==> src/hdl/cfr_map.svh <==
// constants: register offsets, field positions, reset values, depths
`ifndef CFR_MAP_SVH
`define CFR_MAP_SVH

// ---------------------------------------------------------------
// system register offsets
// ---------------------------------------------------------------
`define CFR_OFS_PRIO 8'hE6
`define CFR_OFS_STATUS 8'hE7
`define CFR_OFS_WP0 8'hE8
`define CFR_OFS_WP1 8'hE9

// ---------------------------------------------------------------
// status word fields
// ---------------------------------------------------------------
`define CFR_BIT_C 7
`define CFR_BIT_Z 6
`define CFR_BIT_S 5
`define CFR_BIT_V 4
`define CFR_BIT_BCD 3
`define CFR_BIT_H 2
`define CFR_BIT_RSV 1
`define CFR_BIT_MEM 0

// ---------------------------------------------------------------
// pointer fields, group limits, reset values, depth
// ---------------------------------------------------------------
`define CFR_PTR_BLK_HI 7
`define CFR_PTR_BLK_LO 3
`define CFR_PTR_TWIN 2
`define CFR_GROUP_D 4'hD
`define CFR_RST_STATUS 8'h00
`define CFR_RST_PRIO 3'h7
`define CFR_RST_BLOCK 5'h00
`define CFR_NEST_DEPTH 7

`endif

==> src/hdl/cfr_pkg.sv <==
// types and shared decode functions of the cpu flag and pointer block
`default_nettype none
package cfr_pkg;

    typedef enum logic [3:0] {
        CFR_OP_NONE, CFR_OP_ADD, CFR_OP_ADC, CFR_OP_SUB, CFR_OP_SBC,
        CFR_OP_CMP, CFR_OP_LOGIC, CFR_OP_INCDEC, CFR_OP_TEST,
        CFR_OP_SHIFT, CFR_OP_DECADJ, CFR_OP_MULDIV, CFR_OP_SCF,
        CFR_OP_RCF, CFR_OP_CCF, CFR_OP_SDM
    } cfr_op_t;

    typedef enum logic [1:0] {
        CFR_PTR_NONE, CFR_PTR_SINGLE, CFR_PTR_LOW, CFR_PTR_HIGH
    } cfr_ptr_op_t;

    typedef struct packed {
        logic [7:0] flags;
        logic [2:0] level;
    } cfr_entry_t;

    typedef struct packed {
        logic [7:0] flags;
        logic [2:0] cpl;
        logic [4:0] wp0;
        logic [4:0] wp1;
        logic twin;
        logic [7:0] rdata;
        logic [7:0] wreg_addr;
        logic direct_ok;
    } cfr_core_t;

    // sign bit at operand width
    function automatic logic cfr_msb(input logic word, input logic [15:0] v);
        return word ? v[15] : v[7];
    endfunction : cfr_msb

    // zero test at operand width
    function automatic logic cfr_zero(input logic word,
                                      input logic [15:0] v);
        return word ? (v == 16'h0000) : (v[7:0] == 8'h00);
    endfunction : cfr_zero

endpackage : cfr_pkg
`default_nettype wire

==> src/hdl/cfr_alu_if.sv <==
// carrier between the core and the flag calculator
`default_nettype none
interface cfr_alu_if;
    cfr_pkg::cfr_op_t kind;
    logic word;
    logic [15:0] a;
    logic [15:0] b;
    logic [15:0] result;
    logic ext_carry;
    logic ext_ovf;
    logic [7:0] flags;
    logic [7:0] next_flags;

    modport core (output kind, word, a, b, result, ext_carry, ext_ovf,
                  flags, input next_flags);
    modport calc (input kind, word, a, b, result, ext_carry, ext_ovf,
                  flags, output next_flags);
endinterface : cfr_alu_if
`default_nettype wire

==> src/hdl/cfr_core.sv <==
// cpu status word, priority level and working register pointers
// Operation
// - priority level 000 highest, 111 lowest
// - preempted priority level saved in nested store
// - status word saved per interrupt, seven deep
// - carry marks carry out of bit 7/15
// - carry set, clear and invert operations
// - zero set when accumulator result is zero
// - sign copies result bit 7 or 15
// - overflow marks two's-complement range error
// - bcd adjust kind records add or subtract
// - half carry is carry/borrow at bit 3 of byte ops; word ops keep it
// - status bit 1 reserved, always zero
// - memory area select set/cleared by select ops
// - pointers count 32 blocks of 8 registers
// - single op single mode, low/high ops twin
// - single mode rounds odd block down to even
// - twin mode: r0-r7 pointer zero, r8-r15 one
// - group D never reached by direct address
// - pointer zero bits 7:3 hold block number
// - status word clears to zero on reset
// - twin bit 2 set by twin ops, 1:0 zero
`default_nettype none
`include "cfr_map.svh"
module cfr_core (
    input wire logic clock,
    input wire logic resetn,
    input wire logic [7:0] reg_addr,
    input wire logic reg_wr,
    input wire logic [7:0] reg_wdata,
    output logic [7:0] reg_rdata,
    input wire logic op_valid,
    input wire cfr_pkg::cfr_op_t op_kind,
    input wire logic op_word,
    input wire logic [15:0] op_a,
    input wire logic [15:0] op_b,
    input wire logic [15:0] op_result,
    input wire logic op_carry,
    input wire logic op_overflow,
    input wire logic spm_op,
    input wire logic irq_enter,
    input wire logic [2:0] irq_level,
    input wire logic irq_return,
    input wire cfr_pkg::cfr_ptr_op_t ptr_op,
    input wire logic [4:0] ptr_block,
    input wire logic [3:0] wreg_num,
    output logic [7:0] wreg_addr,
    input wire logic [7:0] direct_addr,
    output logic direct_ok,
    output logic [7:0] status_word,
    output logic [2:0] priority_level,
    output logic twin_mode
);
    // ---------------------------------------------------------------
    // helpers
    // ---------------------------------------------------------------
    // register file address of working register n
    function automatic logic [7:0] cfr_wreg(input logic twin,
                                            input logic [4:0] b0,
                                            input logic [4:0] b1,
                                            input logic [3:0] n);
        logic [4:0] blk;
        if (twin) begin
            blk = n[3] ? b1 : b0;
            return {blk, n[2:0]};
        end
        return {b0[4:1], n};
    endfunction : cfr_wreg

    // ---------------------------------------------------------------
    // flag calculator and nesting store
    // ---------------------------------------------------------------
    cfr_pkg::cfr_core_t state;
    cfr_pkg::cfr_core_t next_state;
    cfr_pkg::cfr_entry_t top_entry;
    cfr_pkg::cfr_entry_t push_entry;
    logic [2:0] nest_depth;
    logic nest_full;

    cfr_alu_if alu ();

    assign alu.kind = op_valid ? op_kind : cfr_pkg::CFR_OP_NONE;
    assign alu.word = op_word;
    assign alu.a = op_a;
    assign alu.b = op_b;
    assign alu.result = op_result;
    assign alu.ext_carry = op_carry;
    assign alu.ext_ovf = op_overflow;
    assign alu.flags = state.flags;

    cfr_flag_unit u_flags (
        .alu(alu)
    );

    assign push_entry = '{flags: state.flags, level: state.cpl};

    cfr_nest_stack u_nest (
        .clock(clock),
        .resetn(resetn),
        .push(irq_enter),
        .pop(irq_return),
        .push_data(push_entry),
        .top_data(top_entry),
        .depth(nest_depth),
        .full(nest_full)
    );

    // ---------------------------------------------------------------
    // next state
    // ---------------------------------------------------------------
    always_comb begin
        next_state = state;
        // execution step updates
        next_state.flags = alu.next_flags;
        if (spm_op) begin
            next_state.flags[`CFR_BIT_MEM] = 1'b0;
        end
        unique case (ptr_op)
            cfr_pkg::CFR_PTR_NONE: begin
            end
            cfr_pkg::CFR_PTR_SINGLE: begin
                next_state.wp0 = ptr_block;
                next_state.twin = 1'b0;
            end
            cfr_pkg::CFR_PTR_LOW: begin
                next_state.wp0 = ptr_block;
                next_state.twin = 1'b1;
            end
            cfr_pkg::CFR_PTR_HIGH: begin
                next_state.wp1 = ptr_block;
                next_state.twin = 1'b1;
            end
        endcase
        // software writes to the system registers
        if (reg_wr) begin
            unique case (reg_addr)
                `CFR_OFS_PRIO: begin
                    next_state.cpl = reg_wdata[2:0];
                end
                `CFR_OFS_STATUS: begin
                    next_state.flags = reg_wdata;
                    next_state.flags[`CFR_BIT_RSV] = 1'b0;
                end
                `CFR_OFS_WP0: begin
                    next_state.wp0 =
                        reg_wdata[`CFR_PTR_BLK_HI:`CFR_PTR_BLK_LO];
                    next_state.twin = reg_wdata[`CFR_PTR_TWIN];
                end
                `CFR_OFS_WP1: begin
                    next_state.wp1 =
                        reg_wdata[`CFR_PTR_BLK_HI:`CFR_PTR_BLK_LO];
                    next_state.twin = reg_wdata[`CFR_PTR_TWIN];
                end
                default: begin
                end
            endcase
        end
        // interrupt entry and return take precedence
        if (irq_enter && !irq_return && !nest_full) begin
            next_state.cpl = irq_level;
        end else if (irq_return && !irq_enter && (nest_depth != 3'h0)) begin
            next_state.flags = top_entry.flags;
            next_state.cpl = top_entry.level;
        end
        // read data and address translation
        unique case (reg_addr)
            `CFR_OFS_PRIO: next_state.rdata = {5'h00, state.cpl};
            `CFR_OFS_STATUS: next_state.rdata = state.flags;
            `CFR_OFS_WP0:
                next_state.rdata = {state.wp0, state.twin, 2'h0};
            `CFR_OFS_WP1:
                next_state.rdata = {state.wp1, state.twin, 2'h0};
            default: next_state.rdata = 8'h00;
        endcase
        next_state.wreg_addr = cfr_wreg(state.twin, state.wp0, state.wp1,
                                        wreg_num);
        next_state.direct_ok = (direct_addr[7:4] != `CFR_GROUP_D);
    end

    // ---------------------------------------------------------------
    // state register
    // ---------------------------------------------------------------
    always_ff @(posedge clock) begin
        if (!resetn) begin
            state <= '0;
            state.flags <= `CFR_RST_STATUS;
            state.cpl <= `CFR_RST_PRIO;
            state.wp0 <= `CFR_RST_BLOCK;
            state.wp1 <= `CFR_RST_BLOCK;
        end else begin
            state <= next_state;
        end
    end

    assign reg_rdata = state.rdata;
    assign wreg_addr = state.wreg_addr;
    assign direct_ok = state.direct_ok;
    assign status_word = state.flags;
    assign priority_level = state.cpl;
    assign twin_mode = state.twin;

    logic quiet;
    assign quiet = !reg_wr && !irq_enter && !irq_return && !spm_op;
endmodule : cfr_core
`default_nettype wire

==> src/hdl/cfr_flag_unit.sv <==
// combinational next-status-word calculator
`default_nettype none
`include "cfr_map.svh"
module cfr_flag_unit (
    cfr_alu_if.calc alu
);
    logic [7:0] nf;
    logic [15:0] a;
    logic [15:0] b;
    logic [16:0] sum;
    logic cin;
    logic sub;
    logic sa;
    logic sb;
    logic sr;

    always_comb begin
        nf = alu.flags;
        a = alu.word ? alu.a : {8'h00, alu.a[7:0]};
        b = alu.word ? alu.b : {8'h00, alu.b[7:0]};
        sub = (alu.kind == cfr_pkg::CFR_OP_SUB) ||
              (alu.kind == cfr_pkg::CFR_OP_SBC) ||
              (alu.kind == cfr_pkg::CFR_OP_CMP);
        cin = ((alu.kind == cfr_pkg::CFR_OP_ADC) ||
               (alu.kind == cfr_pkg::CFR_OP_SBC)) & alu.flags[`CFR_BIT_C];
        sum = sub ? ({1'b0, a} - {1'b0, b} - {16'h0000, cin})
                  : ({1'b0, a} + {1'b0, b} + {16'h0000, cin});
        sa = cfr_pkg::cfr_msb(alu.word, a);
        sb = cfr_pkg::cfr_msb(alu.word, b);
        sr = cfr_pkg::cfr_msb(alu.word, sum[15:0]);
        unique case (alu.kind)
            cfr_pkg::CFR_OP_NONE: begin
            end
            cfr_pkg::CFR_OP_ADD, cfr_pkg::CFR_OP_ADC, cfr_pkg::CFR_OP_SUB,
            cfr_pkg::CFR_OP_SBC, cfr_pkg::CFR_OP_CMP: begin
                nf[`CFR_BIT_C] = alu.word ? sum[16] : sum[8];
                nf[`CFR_BIT_Z] =
                    cfr_pkg::cfr_zero(alu.word, sum[15:0]);
                nf[`CFR_BIT_S] = sr;
                nf[`CFR_BIT_V] = sub ? ((sa != sb) && (sr != sa))
                                     : ((sa == sb) && (sr != sa));
                nf[`CFR_BIT_BCD] = sub;
                if (!alu.word) begin
                    nf[`CFR_BIT_H] = a[4] ^ b[4] ^ sum[4];
                end
            end
            cfr_pkg::CFR_OP_LOGIC, cfr_pkg::CFR_OP_INCDEC,
            cfr_pkg::CFR_OP_TEST: begin
                nf[`CFR_BIT_Z] =
                    cfr_pkg::cfr_zero(alu.word, alu.result);
                nf[`CFR_BIT_S] =
                    cfr_pkg::cfr_msb(alu.word, alu.result);
                nf[`CFR_BIT_V] = alu.ext_ovf;
            end
            cfr_pkg::CFR_OP_SHIFT, cfr_pkg::CFR_OP_DECADJ,
            cfr_pkg::CFR_OP_MULDIV: begin
                nf[`CFR_BIT_C] = alu.ext_carry;
                nf[`CFR_BIT_Z] =
                    cfr_pkg::cfr_zero(alu.word, alu.result);
                nf[`CFR_BIT_S] =
                    cfr_pkg::cfr_msb(alu.word, alu.result);
                nf[`CFR_BIT_V] = alu.ext_ovf;
            end
            cfr_pkg::CFR_OP_SCF: begin
                nf[`CFR_BIT_C] = 1'b1;
            end
            cfr_pkg::CFR_OP_RCF: begin
                nf[`CFR_BIT_C] = 1'b0;
            end
            cfr_pkg::CFR_OP_CCF: begin
                nf[`CFR_BIT_C] = ~alu.flags[`CFR_BIT_C];
            end
            cfr_pkg::CFR_OP_SDM: begin
                nf[`CFR_BIT_MEM] = 1'b1;
            end
        endcase
        nf[`CFR_BIT_RSV] = 1'b0;
        alu.next_flags = nf;
    end

endmodule : cfr_flag_unit
`default_nettype wire

==> src/hdl/cfr_nest_stack.sv <==
// save area for status word and priority level across nested interrupts
`default_nettype none
`include "cfr_map.svh"
module cfr_nest_stack (
    input wire logic clock,
    input wire logic resetn,
    input wire logic push,
    input wire logic pop,
    input wire cfr_pkg::cfr_entry_t push_data,
    output cfr_pkg::cfr_entry_t top_data,
    output logic [2:0] depth,
    output logic full
);
    typedef struct packed {
        cfr_pkg::cfr_entry_t [`CFR_NEST_DEPTH-1:0] slot;
        logic [2:0] cnt;
    } cfr_stack_t;

    cfr_stack_t state;
    cfr_stack_t next_state;

    always_comb begin
        next_state = state;
        if (push && !pop && (state.cnt != 3'(`CFR_NEST_DEPTH))) begin
            next_state.slot[state.cnt] = push_data;
            next_state.cnt = state.cnt + 3'h1;
        end else if (pop && !push && (state.cnt != 3'h0)) begin
            next_state.cnt = state.cnt - 3'h1;
        end
    end

    always_ff @(posedge clock) begin
        if (!resetn) begin
            state <= '0;
        end else begin
            state <= next_state;
        end
    end

    assign top_data = (state.cnt == 3'h0) ? '0 : state.slot[state.cnt - 3'h1];
    assign depth = state.cnt;
    assign full = (state.cnt == 3'(`CFR_NEST_DEPTH));

endmodule : cfr_nest_stack
`default_nettype wire

==> config.mk <==
export PLATFORM = sky130hd
export DESIGN_NAME = cfr_core
export DESIGN_NICKNAME = d
export VERILOG_FILES = /design/src/hdl/cfr_pkg.sv /design/src/hdl/cfr_alu_if.sv /design/src/hdl/cfr_core.sv /design/src/hdl/cfr_flag_unit.sv /design/src/hdl/cfr_nest_stack.sv
export VERILOG_INCLUDE_DIRS = /design/src /design/src/hdl
export SDC_FILE = /design/constraint.sdc
export NUM_CORES = 1
export LEC_CHECK = 0
export ABC_AREA = 1
export BUFFER_PORTS_ARGS = -buffer_cell sky130_fd_sc_hd__buf_4
export CORE_ASPECT_RATIO = 0.75
export CORE_MARGIN = 2
export CORE_UTILIZATION = 40
export CTS_BUF_LIST = sky130_fd_sc_hd__clkbuf_2 sky130_fd_sc_hd__clkbuf_4 sky130_fd_sc_hd__clkbuf_8
export DETAILED_ROUTE_END_ITERATION = 7
export GPL_TIMING_DRIVEN = 0
export PLACE_DENSITY_LB_ADDON = 0.3
export SLEW_MARGIN = 30
export SYNTH_ARGS = -nofsm -noshare
export SYNTH_HDL_FRONTEND = slang
export SYNTH_SLANG_ARGS = --single-unit
==> constraint.sdc <==
create_clock -name clock -period 3.8 [get_ports clock]
set_clock_uncertainty 0.15 [all_clocks]
set_input_delay 0.76 -clock clock [delete_from_list [all_inputs] [get_ports clock]]
set_output_delay 0.76 -clock clock [all_outputs]
set_load 0.03 [all_outputs]
==> results of run 1 <==
[cells by family (layout without fill, tap and decap cells)]
group                      Yosys count  after routing  share of synthesized area, %
DFF                                119            119                          29.0
xor gates and xnor gates            14             14                          1.49
AOI/OAI and AO/OA                  345            345                          22.5
buffers and inverters              272            436                          14.1
muxes                                1              1                         0.137
and+or+nand+nor                    456            456                          23.8
adders and majority gates           57             57                          8.96
[how the worst min path moves through the flow]
stage / endpoint / from
floorplan: u_nest.state[47]$_SDFFE_PN0P_ / u_nest.state[47]$_SDFFE_PN0P_
global placement: u_nest.state[47]$_SDFFE_PN0P_ / u_nest.state[47]$_SDFFE_PN0P_
detailed placement: u_nest.state[47]$_SDFFE_PN0P_ / u_nest.state[47]$_SDFFE_PN0P_
CTS: u_nest.state[47]$_SDFFE_PN0P_ / u_nest.state[47]$_SDFFE_PN0P_
global route: u_nest.state[47]$_SDFFE_PN0P_ / u_nest.state[47]$_SDFFE_PN0P_
finish: u_nest.state[47]$_SDFFE_PN0P_ / u_nest.state[47]$_SDFFE_PN0P_
[metrics by stage]
step	setup WS, ps	instances	cell area (µm²)
6_report	105	1686	10100
4_1_cts	21.1	1679	9920
2_1_floorplan	0.678	1264	8220
5_1_grt	-124	1686	10100
3_5_place_dp	-583	1646	9470
3_3_place_gp	-522	1646	9470
[routing by layer]
metal | global-route usage, % | vias to the layer above
met3 | 4.26 | 35
met1 | 35.5 | 3911
met4 | 4.32 | 0
met2 | 33.7 | 422
li1 | - | 4389
met5 | 0 | -
[cells in the final DEF, fill, tap and decap left out, types with 8 or more instances in the layout]
master / netlist / layout
nand2_1: 228 / 215
inv_1: 198 / 195
buf_4: 28 / 157
o21ai_0: 158 / 155
a21oi_1: 145 / 144
nor2_1: 124 / 120
dfxtp_1: 119 / 118
nand3_1: 60 / 54
ha_1: 54 / 53
clkbuf_1: 24 / 23
clkbuf_8: 0 / 18
nand2_2: 2 / 13
xor2_1: 10 / 10
nand4_1: 10 / 10
o211ai_1: 10 / 10
buf_2: 8 / 8
[sequential cells by signal (all words and copies together) (netlist names)]
signal and cells:
state 10, u_nest.state 77, direct_ok 1, u_nest.depth 3, priority_level 3, reg_rdata 8
wreg_addr 8, twin_mode 1, status_word 8
[cell type report]
class | instances | area share, %
Clock inverter | 13 | 1.78
Timing Repair Buffer | 133 | 10.1
Buffer | 69 | 3.85
Clock buffer | 18 | 2.44
Tap cell | 258 | 3.18
Multi-Input combinational cell | 873 | 47.6
Sequential cell | 119 | 23.5
Inverter | 203 | 7.57
[repair_timing]
item	4_1_cts	5_1_grt
setup buffers	2	7
gates resized for setup	2	49
endpoints found under the setup margin	2	8
pin swaps	2	22
[critical path: stages]
cell	delay [ps]
buf_12	120
nand2_8	80
inv_6	40
nand2_4	80
nand2_8	60
nor2_4	90
inv_2	40
fa_1	520
inv_1	50
ha_2	170
nor2_4	120
inv_2	60
fa_2	440
nor3b_1	280
nand3_1	130
nor3_2	210
nand4_1	100
nand2_1	100
nand2_1	50
nor2_1	110
nand2_2	50
nand2_1	50
nand2_1	70
a21oi_2	120
[report_power, final]
group / total (µW) / switching, µW / internal [µW]
sequential: 1370 / 48.6 / 1320
combinational: 1350 / 871 / 476
clock: 1250 / 525 / 725
==> impl_metrics.py, run 1 <==
metrics = {
    "sta": {
        "whs_ps": 300,
        "fin_crit_sh_pct": 97.2,
        "grt_setup_unrepaired": "true",
        "final-hold-violation-count": 0,
        "finalSetupTns_ps": 0,
        "worstMarginPinSlew_ps": 744,
        "timing.fmax_mhz": 271,
        "setup_viol": 0,
        "slew_violations": 0,
        "relSlewSlack_pct": 50.4,
        "fin_crit_ps": 3700,
    },
    "yosys": {
        "netlist_area_mm2": 0.00821,
        "yosysSeqAreaShare_pct": 29.0,
        "synth_commonest_cells": "nand2_1, inv_1, o21ai_0",
        "synth_top_area_share_pct": 29.0,
        "synth_area_leaders": "dfxtp_1, nand2_1, o21ai_0",
        "yosysTopAreaCell": "dfxtp_1",
        "postSynthCellCount": 1264,
        "synth_cell_type_count": 53,
        "ys_warn_count": 0,
        "synth.most_common_cell": "nand2_1",
        "yosys_most_used_dff": "dfxtp_1",
        "synth_nets": 1421,
        "async_flop_share_pct": 0,
        "ys_ff_latch": 119,
        "synth-edff-count": 0,
        "avgSynthCellArea_um2": 6.49,
    },
    "clock_network": {
        "cts_buffers": 17,
        "clock_path_buffers": 2,
        "cts_tree": "built",
        "cts_root_buffer": "clkbuf_8",
        "clock_sinks": 119,
        "clkLatencyLatePin_ps": 430,
        "holdBufCountCts": 0,
        "clkTransAtPathRegs_ps": 70,
        "cts.htree.levels": 4,
    },
    "detailed_routing": {
        "drtIter0Drc": 882,
        "route.met3.wl_mm": 2.74,
        "wl_mm": 25.8,
        "wl_met2_mm": 10.4,
        "wl_per_cell_um": 15.3,
        "drc": 0,
        "antenna_left": 0,
        "num_vias": 8757,
        "firstDrtPassIters": 5,
        "wirelength_met1_mm": 12.2,
        "avgViaCountPerCell": 5.19,
        "highest_layer": "met4",
    },
    "global_route": {
        "antenna_found_initial": 0,
        "grt_pass1_wl_mm": 39.8,
        "grt-ovfl-total": 0,
        "grt_pass1_vias": 7576,
        "grt_max_degree": 17,
        "grt_use_total_pct": 23.1,
    },
    "placement": {
        "io_buffers": 124,
        "hpwl_mm": 20.0,
        "gp_congestion": 0.911,
    },
    "layout": {
        "nets": 1573,
        "fin_util_pct": 50.3,
        "diodes": 0,
        "fillCellCount": 2039,
        "areaGrowthSynthToFinish_pct": 23.5,
        "ff_latch_area_mm2": 0.00238,
        "multi_input_area_mm2": 0.00482,
        "drive_above_1_share_pct": 18.5,
    },
    "critical_path": {
        "critPathArrivalTime_ps": 3910,
        "reg2reg_slack_ps": 240,
        "worst_r2r_endpoint": "status_word[6]$_SDFF_PN0_",
        "cp_max_fo": 4,
        "cp-end-kind": "flip-flop",
        "reg2reg_depth": 20,
        "worstSetupStartpoint": "op_valid",
        "crit_type": "in2reg",
        "critPathLaunchType": "input port",
        "crit_end": "status_word[6]$_SDFF_PN0_",
        "worstPathRequired_ps": 4020,
        "r2r-start": "status_word[7]$_SDFF_PN0_",
    },
    "outcome": {
        "status": "finished, final reports clean",
    },
    "run": {
        "cap_violations": 0,
    },
    "pwr": {
        "p_total_uw": 3970,
        "pwr_density_cell_mw_per_mm2": 391,
        "max-vdd-ir-drop_uv": 241,
        "total_leakage_power_uw": 0.00493,
    },
    "worst_hold_path": {
        "whs_path_depth": 2,
        "min_path_type": "reg2reg",
    },
    "floorplanning": {
        "ios": 129,
        "rows": 45,
        "initial_core_util_pct": 40.7,
        "core_mm2": 0.0202,
        "die-area_mm2": 0.0217,
        "die_h_um": 128,
        "fp.dieW_um": 169,
    },
}
(Power assumes the default switching activity.)
==> inputs of run 2 (changes only) <==
--- a/config.mk
+++ b/config.mk
@@ -10,7 +10,7 @@
 export BUFFER_PORTS_ARGS = -buffer_cell sky130_fd_sc_hd__buf_4
 export CORE_ASPECT_RATIO = 0.75
 export CORE_MARGIN = 2
-export CORE_UTILIZATION = 40
+export CORE_UTILIZATION = 35
 export CTS_BUF_LIST = sky130_fd_sc_hd__clkbuf_2 sky130_fd_sc_hd__clkbuf_4 sky130_fd_sc_hd__clkbuf_8
 export DETAILED_ROUTE_END_ITERATION = 7
 export GPL_TIMING_DRIVEN = 0
==> impl_metrics.py, run 2 (synthesis gave the netlist of run 1 again) <==
metrics = {
    "outcome": {
        "status": "finished, final reports clean",
    },
    "clock_network": {
        "clock_sinks": 119,
        "cts.htree.levels": 4,
        "cts_tree": "built",
        "cts_root_buffer": "clkbuf_8",
        "clkLatencyLatePin_ps": 460,
        "clkTransAtPathRegs_ps": 70,
        "cts_buffers": 17,
        "clock_path_buffers": 2,
    },
    "placement": {
        "hpwl_mm": 20.4,
        "gp_congestion": 0.945,
        "dp_slack_ps": -578,
        "io_buffers": 124,
        "post_dp_cell_area_mm2": 0.00952,
    },
    "critical_path": {
        "cp_max_fo": 5,
        "crit_family": "simple AND/OR/NAND/NOR gates",
        "reg2reg_slack_ps": 280,
        "critPathArrivalTime_ps": 3850,
        "path_buf_inv": 6,
        "slowest_delay_ps": 520,
        "cp_common_cell": "nand2_2",
        "slowest_stage": "fa_1",
        "worstPathRequired_ps": 4000,
        "cp-end-kind": "flip-flop",
        "critPathLaunchType": "input port",
        "reg2reg_depth": 27,
        "crit_type": "in2reg",
        "crit_cells": 31,
    },
    "detailed_routing": {
        "drc": 0,
        "firstDrtPassIters": 5,
        "drtIter0Drc": 857,
        "antenna_left": 0,
        "wl_mm": 26.2,
        "num_vias": 8725,
        "wl_per_cell_um": 15.2,
        "avgViaCountPerCell": 5.05,
    },
    "global_route": {
        "grt-ovfl-total": 0,
        "antenna_found_initial": 0,
        "grt_use_total_pct": 21.2,
        "grt_pass1_vias": 7869,
        "grt_max_degree": 17,
        "grt_pass1_wl_mm": 41.5,
    },
    "layout": {
        "nets": 1573,
        "fillCellCount": 2375,
        "final_common_cell": "nand2_1",
        "areaGrowthSynthToFinish_pct": 23.1,
        "final_area_mm2": 0.0101,
        "largestRegisters": "u_nest.state x77, state x10",
        "largest_reg_flops": 77,
        "largest-register": "u_nest.state",
        "layout_common_cells": "nand2_1, inv_1, buf_4",
        "fin_util_pct": 43.9,
        "drive_above_1_share_pct": 18.0,
        "diodes": 0,
    },
    "sta": {
        "fin_crit_ps": 3660,
        "worstMarginPinSlew_ps": 719,
        "final-hold-violation-count": 0,
        "relSlewSlack_pct": 51.8,
        "grt_setup_unrepaired": "true",
        "setup_viol": 0,
        "whs_ps": 305,
        "fin_crit_sh_pct": 96.2,
        "timing.fmax_mhz": 274,
        "finalSetupTns_ps": 0,
        "slew_violations": 0,
        "setup_ws_ps": 144,
    },
    "floorplanning": {
        "ios": 129,
        "core_mm2": 0.0230,
        "initial_core_util_pct": 35.7,
        "die_h_um": 137,
        "rows": 48,
        "fp.dieW_um": 181,
        "die-area_mm2": 0.0247,
    },
    "run": {
        "cap_violations": 0,
    },
    "worst_hold_path": {
        "min_path_type": "reg2reg",
        "whs_path_depth": 2,
    },
    "pwr": {
        "max-vdd-ir-drop_uv": 203,
        "total_leakage_power_uw": 0.00489,
        "pwr_density_cell_mw_per_mm2": 383,
    },
}
-- run 2: cell count changes in the layout (fill, tap and decap cells not counted), sizes merged --
cell      before  now
bufinv         4    2
clkinv         7    6
clkinvlp       3    5
inv          202  204
-- run 2: worst min-delay path, delay by kind of cell, from the launching register on --
| family | cells | cell delay, ps |
|---|---|---|
| DFF | 1 | 300 |
| buffers and inverters | 1 | 60 |
| AOI/OAI and AO/OA | 1 | 60 |
-- run 2: worst paths after layout --
path | from | endpoint
setup / recovery | op_valid | status_word[6]$_SDFF_PN0_
hold reg to reg | u_nest.state[55]$_SDFFE_PN0P_ | u_nest.state[55]$_SDFFE_PN0P_
setup reg to reg | status_word[7]$_SDFF_PN0_ | status_word[6]$_SDFF_PN0_
hold / removal | u_nest.state[55]$_SDFFE_PN0P_ | u_nest.state[55]$_SDFFE_PN0P_
-- run 2: metal layers --
metal | routed length [µm] | share of wire [%] | global-route usage [%] | vias to the layer above
met3 | 2260 | 8.6 | 4.44 | 33
met5 | 0 | 0 | 0 | -
li1 | - | - | - | 4395
met1 | 13000 | 49 | 31.3 | 3926
met2 | 10600 | 40 | 31.2 | 371
met4 | 412 | 1.6 | 4.79 | 0
-- run 2: final cells by class --
cell class                 instances  area, µm²  share of cell area, %
multi-input combinational        873       4780                   47.3
sequential                       119       2380                   23.6
timing repair buffer             133       1010                   10.0
inverter                         203        767                   7.59
buffer                            69        389                   3.85
tap                              300        375                   3.71
clock buffer                      18        248                   2.45
clock inverter                    14        151                   1.50
-- run 2: report_power, final --
part	internal [µW]	switching [µW]	leakage [µW]
Combinational	470	869	0.00374
Sequential	1320	49.4	0.000968
Clock	602	558	0.000188
-- run 2: stage by stage --
step / total power, µW / cells
6_report: 3870 / 1729
5_1_grt: 4090 / 1729
4_1_cts: 3810 / 1721
3_5_place_dp: 2660 / 1688
3_3_place_gp: 2650 / 1688
2_1_floorplan: 2230 / 1264
-- run 2: repair_timing --
| action | in CTS | in global routing |
|---|---|---|
| hold buffers | 0 | 0 |
| endpoints found under the setup margin | 2 | 3 |
| setup buffers | 1 | 8 |
| gates resized for setup | 1 | 32 |
| pin swaps | 1 | 16 |
| cloned | 0 | 0 |
==> inputs of run 3 (changes only) <==
--- a/config.mk
+++ b/config.mk
@@ -15,7 +15,6 @@
 export DETAILED_ROUTE_END_ITERATION = 7
 export GPL_TIMING_DRIVEN = 0
 export PLACE_DENSITY_LB_ADDON = 0.3
-export SLEW_MARGIN = 30
 export SYNTH_ARGS = -nofsm -noshare
 export SYNTH_HDL_FRONTEND = slang
 export SYNTH_SLANG_ARGS = --single-unit
==> constraint.sdc (replaced) <==
create_clock -name clock -period 3.8 [get_ports clock]
set_clock_uncertainty 0.15 [all_clocks]
set_input_delay 0.76 -clock clock [delete_from_list [all_inputs] [get_ports clock]]
set_output_delay 0.76 -clock clock [all_outputs]
set_load 0.02 [all_outputs]
==> impl_metrics.py, run 3 (synthesis gave the netlist of run 1 again) <==
metrics = {
    "worst_hold_path": {
        "min_path_type": "reg2reg",
        "whs_path_depth": 2,
        "min-delay-start": "u_nest.state[55]$_SDFFE_PN0P_",
    },
    "critical_path": {
        "worstPathRequired_ps": 4000,
        "crit_type": "in2reg",
        "r2r-start": "status_word[7]$_SDFF_PN0_",
        "worstSetupStartpoint": "op_valid",
        "critPathArrivalTime_ps": 3900,
        "slowest_stage": "fa_1",
        "cp_common_cell": "nand2_1",
        "cp-end-kind": "flip-flop",
        "critPathLaunchType": "input port",
        "cp_max_fo": 4,
        "reg2reg_depth": 27,
        "slowest_delay_ps": 520,
    },
    "clock_network": {
        "holdBufCountCts": 0,
        "cts_tree": "built",
        "cts.htree.levels": 4,
        "clock_path_buffers": 2,
        "cts_root_buffer": "clkbuf_8",
        "clock_sinks": 119,
        "cts_buffers": 17,
        "clkLatencyLatePin_ps": 460,
        "clkTransAtPathRegs_ps": 80,
    },
    "layout": {
        "largest-register": "u_nest.state",
        "fillCellCount": 2386,
        "largestRegisters": "u_nest.state x77, state x10",
        "diodes": 0,
        "drive_above_1_share_pct": 17.9,
        "nets": 1574,
        "ff_latch_area_mm2": 0.00238,
        "areaGrowthSynthToFinish_pct": 23.0,
        "final_common_cell": "nand2_1",
        "multi_input_area_mm2": 0.00477,
        "layout_common_cells": "nand2_1, inv_1, buf_4",
        "largest_reg_flops": 77,
        "final_area_mm2": 0.0101,
    },
    "pwr": {
        "max-vdd-ir-drop_uv": 203,
        "seq_power_share_pct": 35.5,
        "p_comb_share_pct": 34.4,
        "p_sw_share_pct": 37.8,
        "pwr_density_cell_mw_per_mm2": 382,
        "p_total_uw": 3860,
        "internal-power_uw": 2400,
        "total_leakage_power_uw": 0.00489,
        "power.switching_uw": 1460,
        "power_frac_clock_pct": 30.1,
    },
    "sta": {
        "fin_crit_sh_pct": 97.4,
        "fin_crit_ps": 3700,
        "setup_ws_ps": 101,
        "finalSetupTns_ps": 0,
        "worstMarginPinSlew_ps": 709,
        "whs_ps": 305,
        "slew_violations": 0,
        "setup_viol": 0,
        "grt_setup_unrepaired": "true",
        "relSlewSlack_pct": 52.5,
        "timing.fmax_mhz": 270,
        "final-hold-violation-count": 0,
    },
    "floorplanning": {
        "die_h_um": 137,
        "ios": 129,
        "die-area_mm2": 0.0247,
        "rows": 48,
        "initial_core_util_pct": 35.7,
        "fp.dieW_um": 181,
        "core_mm2": 0.0230,
    },
    "detailed_routing": {
        "drtIter0Drc": 856,
        "antenna_left": 0,
        "wl_mm": 26.1,
        "num_vias": 8690,
        "wl_per_cell_um": 15.1,
        "firstDrtPassIters": 5,
        "drc": 0,
        "avgViaCountPerCell": 5.02,
    },
    "global_route": {
        "grt-ovfl-total": 0,
        "grt_pass1_wl_mm": 41.5,
        "grt_use_total_pct": 21.2,
        "grt_max_degree": 17,
        "grt_pass1_vias": 7869,
        "antenna_found_initial": 0,
    },
    "placement": {
        "post_dp_cell_area_mm2": 0.00952,
        "gp_congestion": 0.945,
        "io_buffers": 124,
        "hpwl_mm": 20.4,
        "dp_slack_ps": -578,
    },
    "run": {
        "cap_violations": 0,
    },
    "outcome": {
        "status": "finished, final reports clean",
    },
}
-- run 3: repair_timing --
action,CTS,global route
setup buffers,1,9
pin swaps,1,12
setup endpoints to repair,2,7
resized for setup,1,31
-- run 3: metrics by stage --
step | util, % | cells
finish | 43.9 | 1730
global route | 43.9 | 1730
floorplan | - | 1264
CTS | 43.2 | 1721
global placement | 41.4 | 1688
detailed placement | 41.4 | 1688
-- run 3: layout make-up --
cell class	count	share of cell area, %
Clock buffer	18	2.45
Clock inverter	14	1.50
Tap cell	300	3.72
Inverter	203	7.60
Buffer	69	3.85
Timing Repair Buffer	134	10.0
Multi-Input combinational cell	873	47.3
Sequential cell	119	23.6
-- run 3: layer usage --
metal	up-vias	wire, µm	global-route usage (%)
li1	4393	-	-
met1	3905	12900	31.3
met2	357	10600	31.2
met3	35	2230	4.44
met4	0	410	4.79
met5	-	0	0
-- run 3: final timing paths --
path                                                       to  slack (ps)
worst min register to register  u_nest.state[55]$_SDFFE_PN0P_         300
worst max-delay path                status_word[6]$_SDFF_PN0_         100
worst max register to register      status_word[6]$_SDFF_PN0_         160
worst min-delay path            u_nest.state[55]$_SDFFE_PN0P_         300
-- run 3: power groups by stage --
stage	logic, µW	registers [µW]	clock network [µW]
after floorplan	836	1380	0
final	1330	1370	1160
after CTS	1260	1370	1170
after detailed placement	1250	1400	0
after global placement	1240	1400	0
after global routing	1480	1380	1220
-- run 3: worst max-delay path: cells and delay by family --
kind / cells / cell delay (ps)
buf+inv: 6 / 420
fa+ha+maj: 3 / 1080
compound gates: 1 / 40
simple gates: 21 / 1600
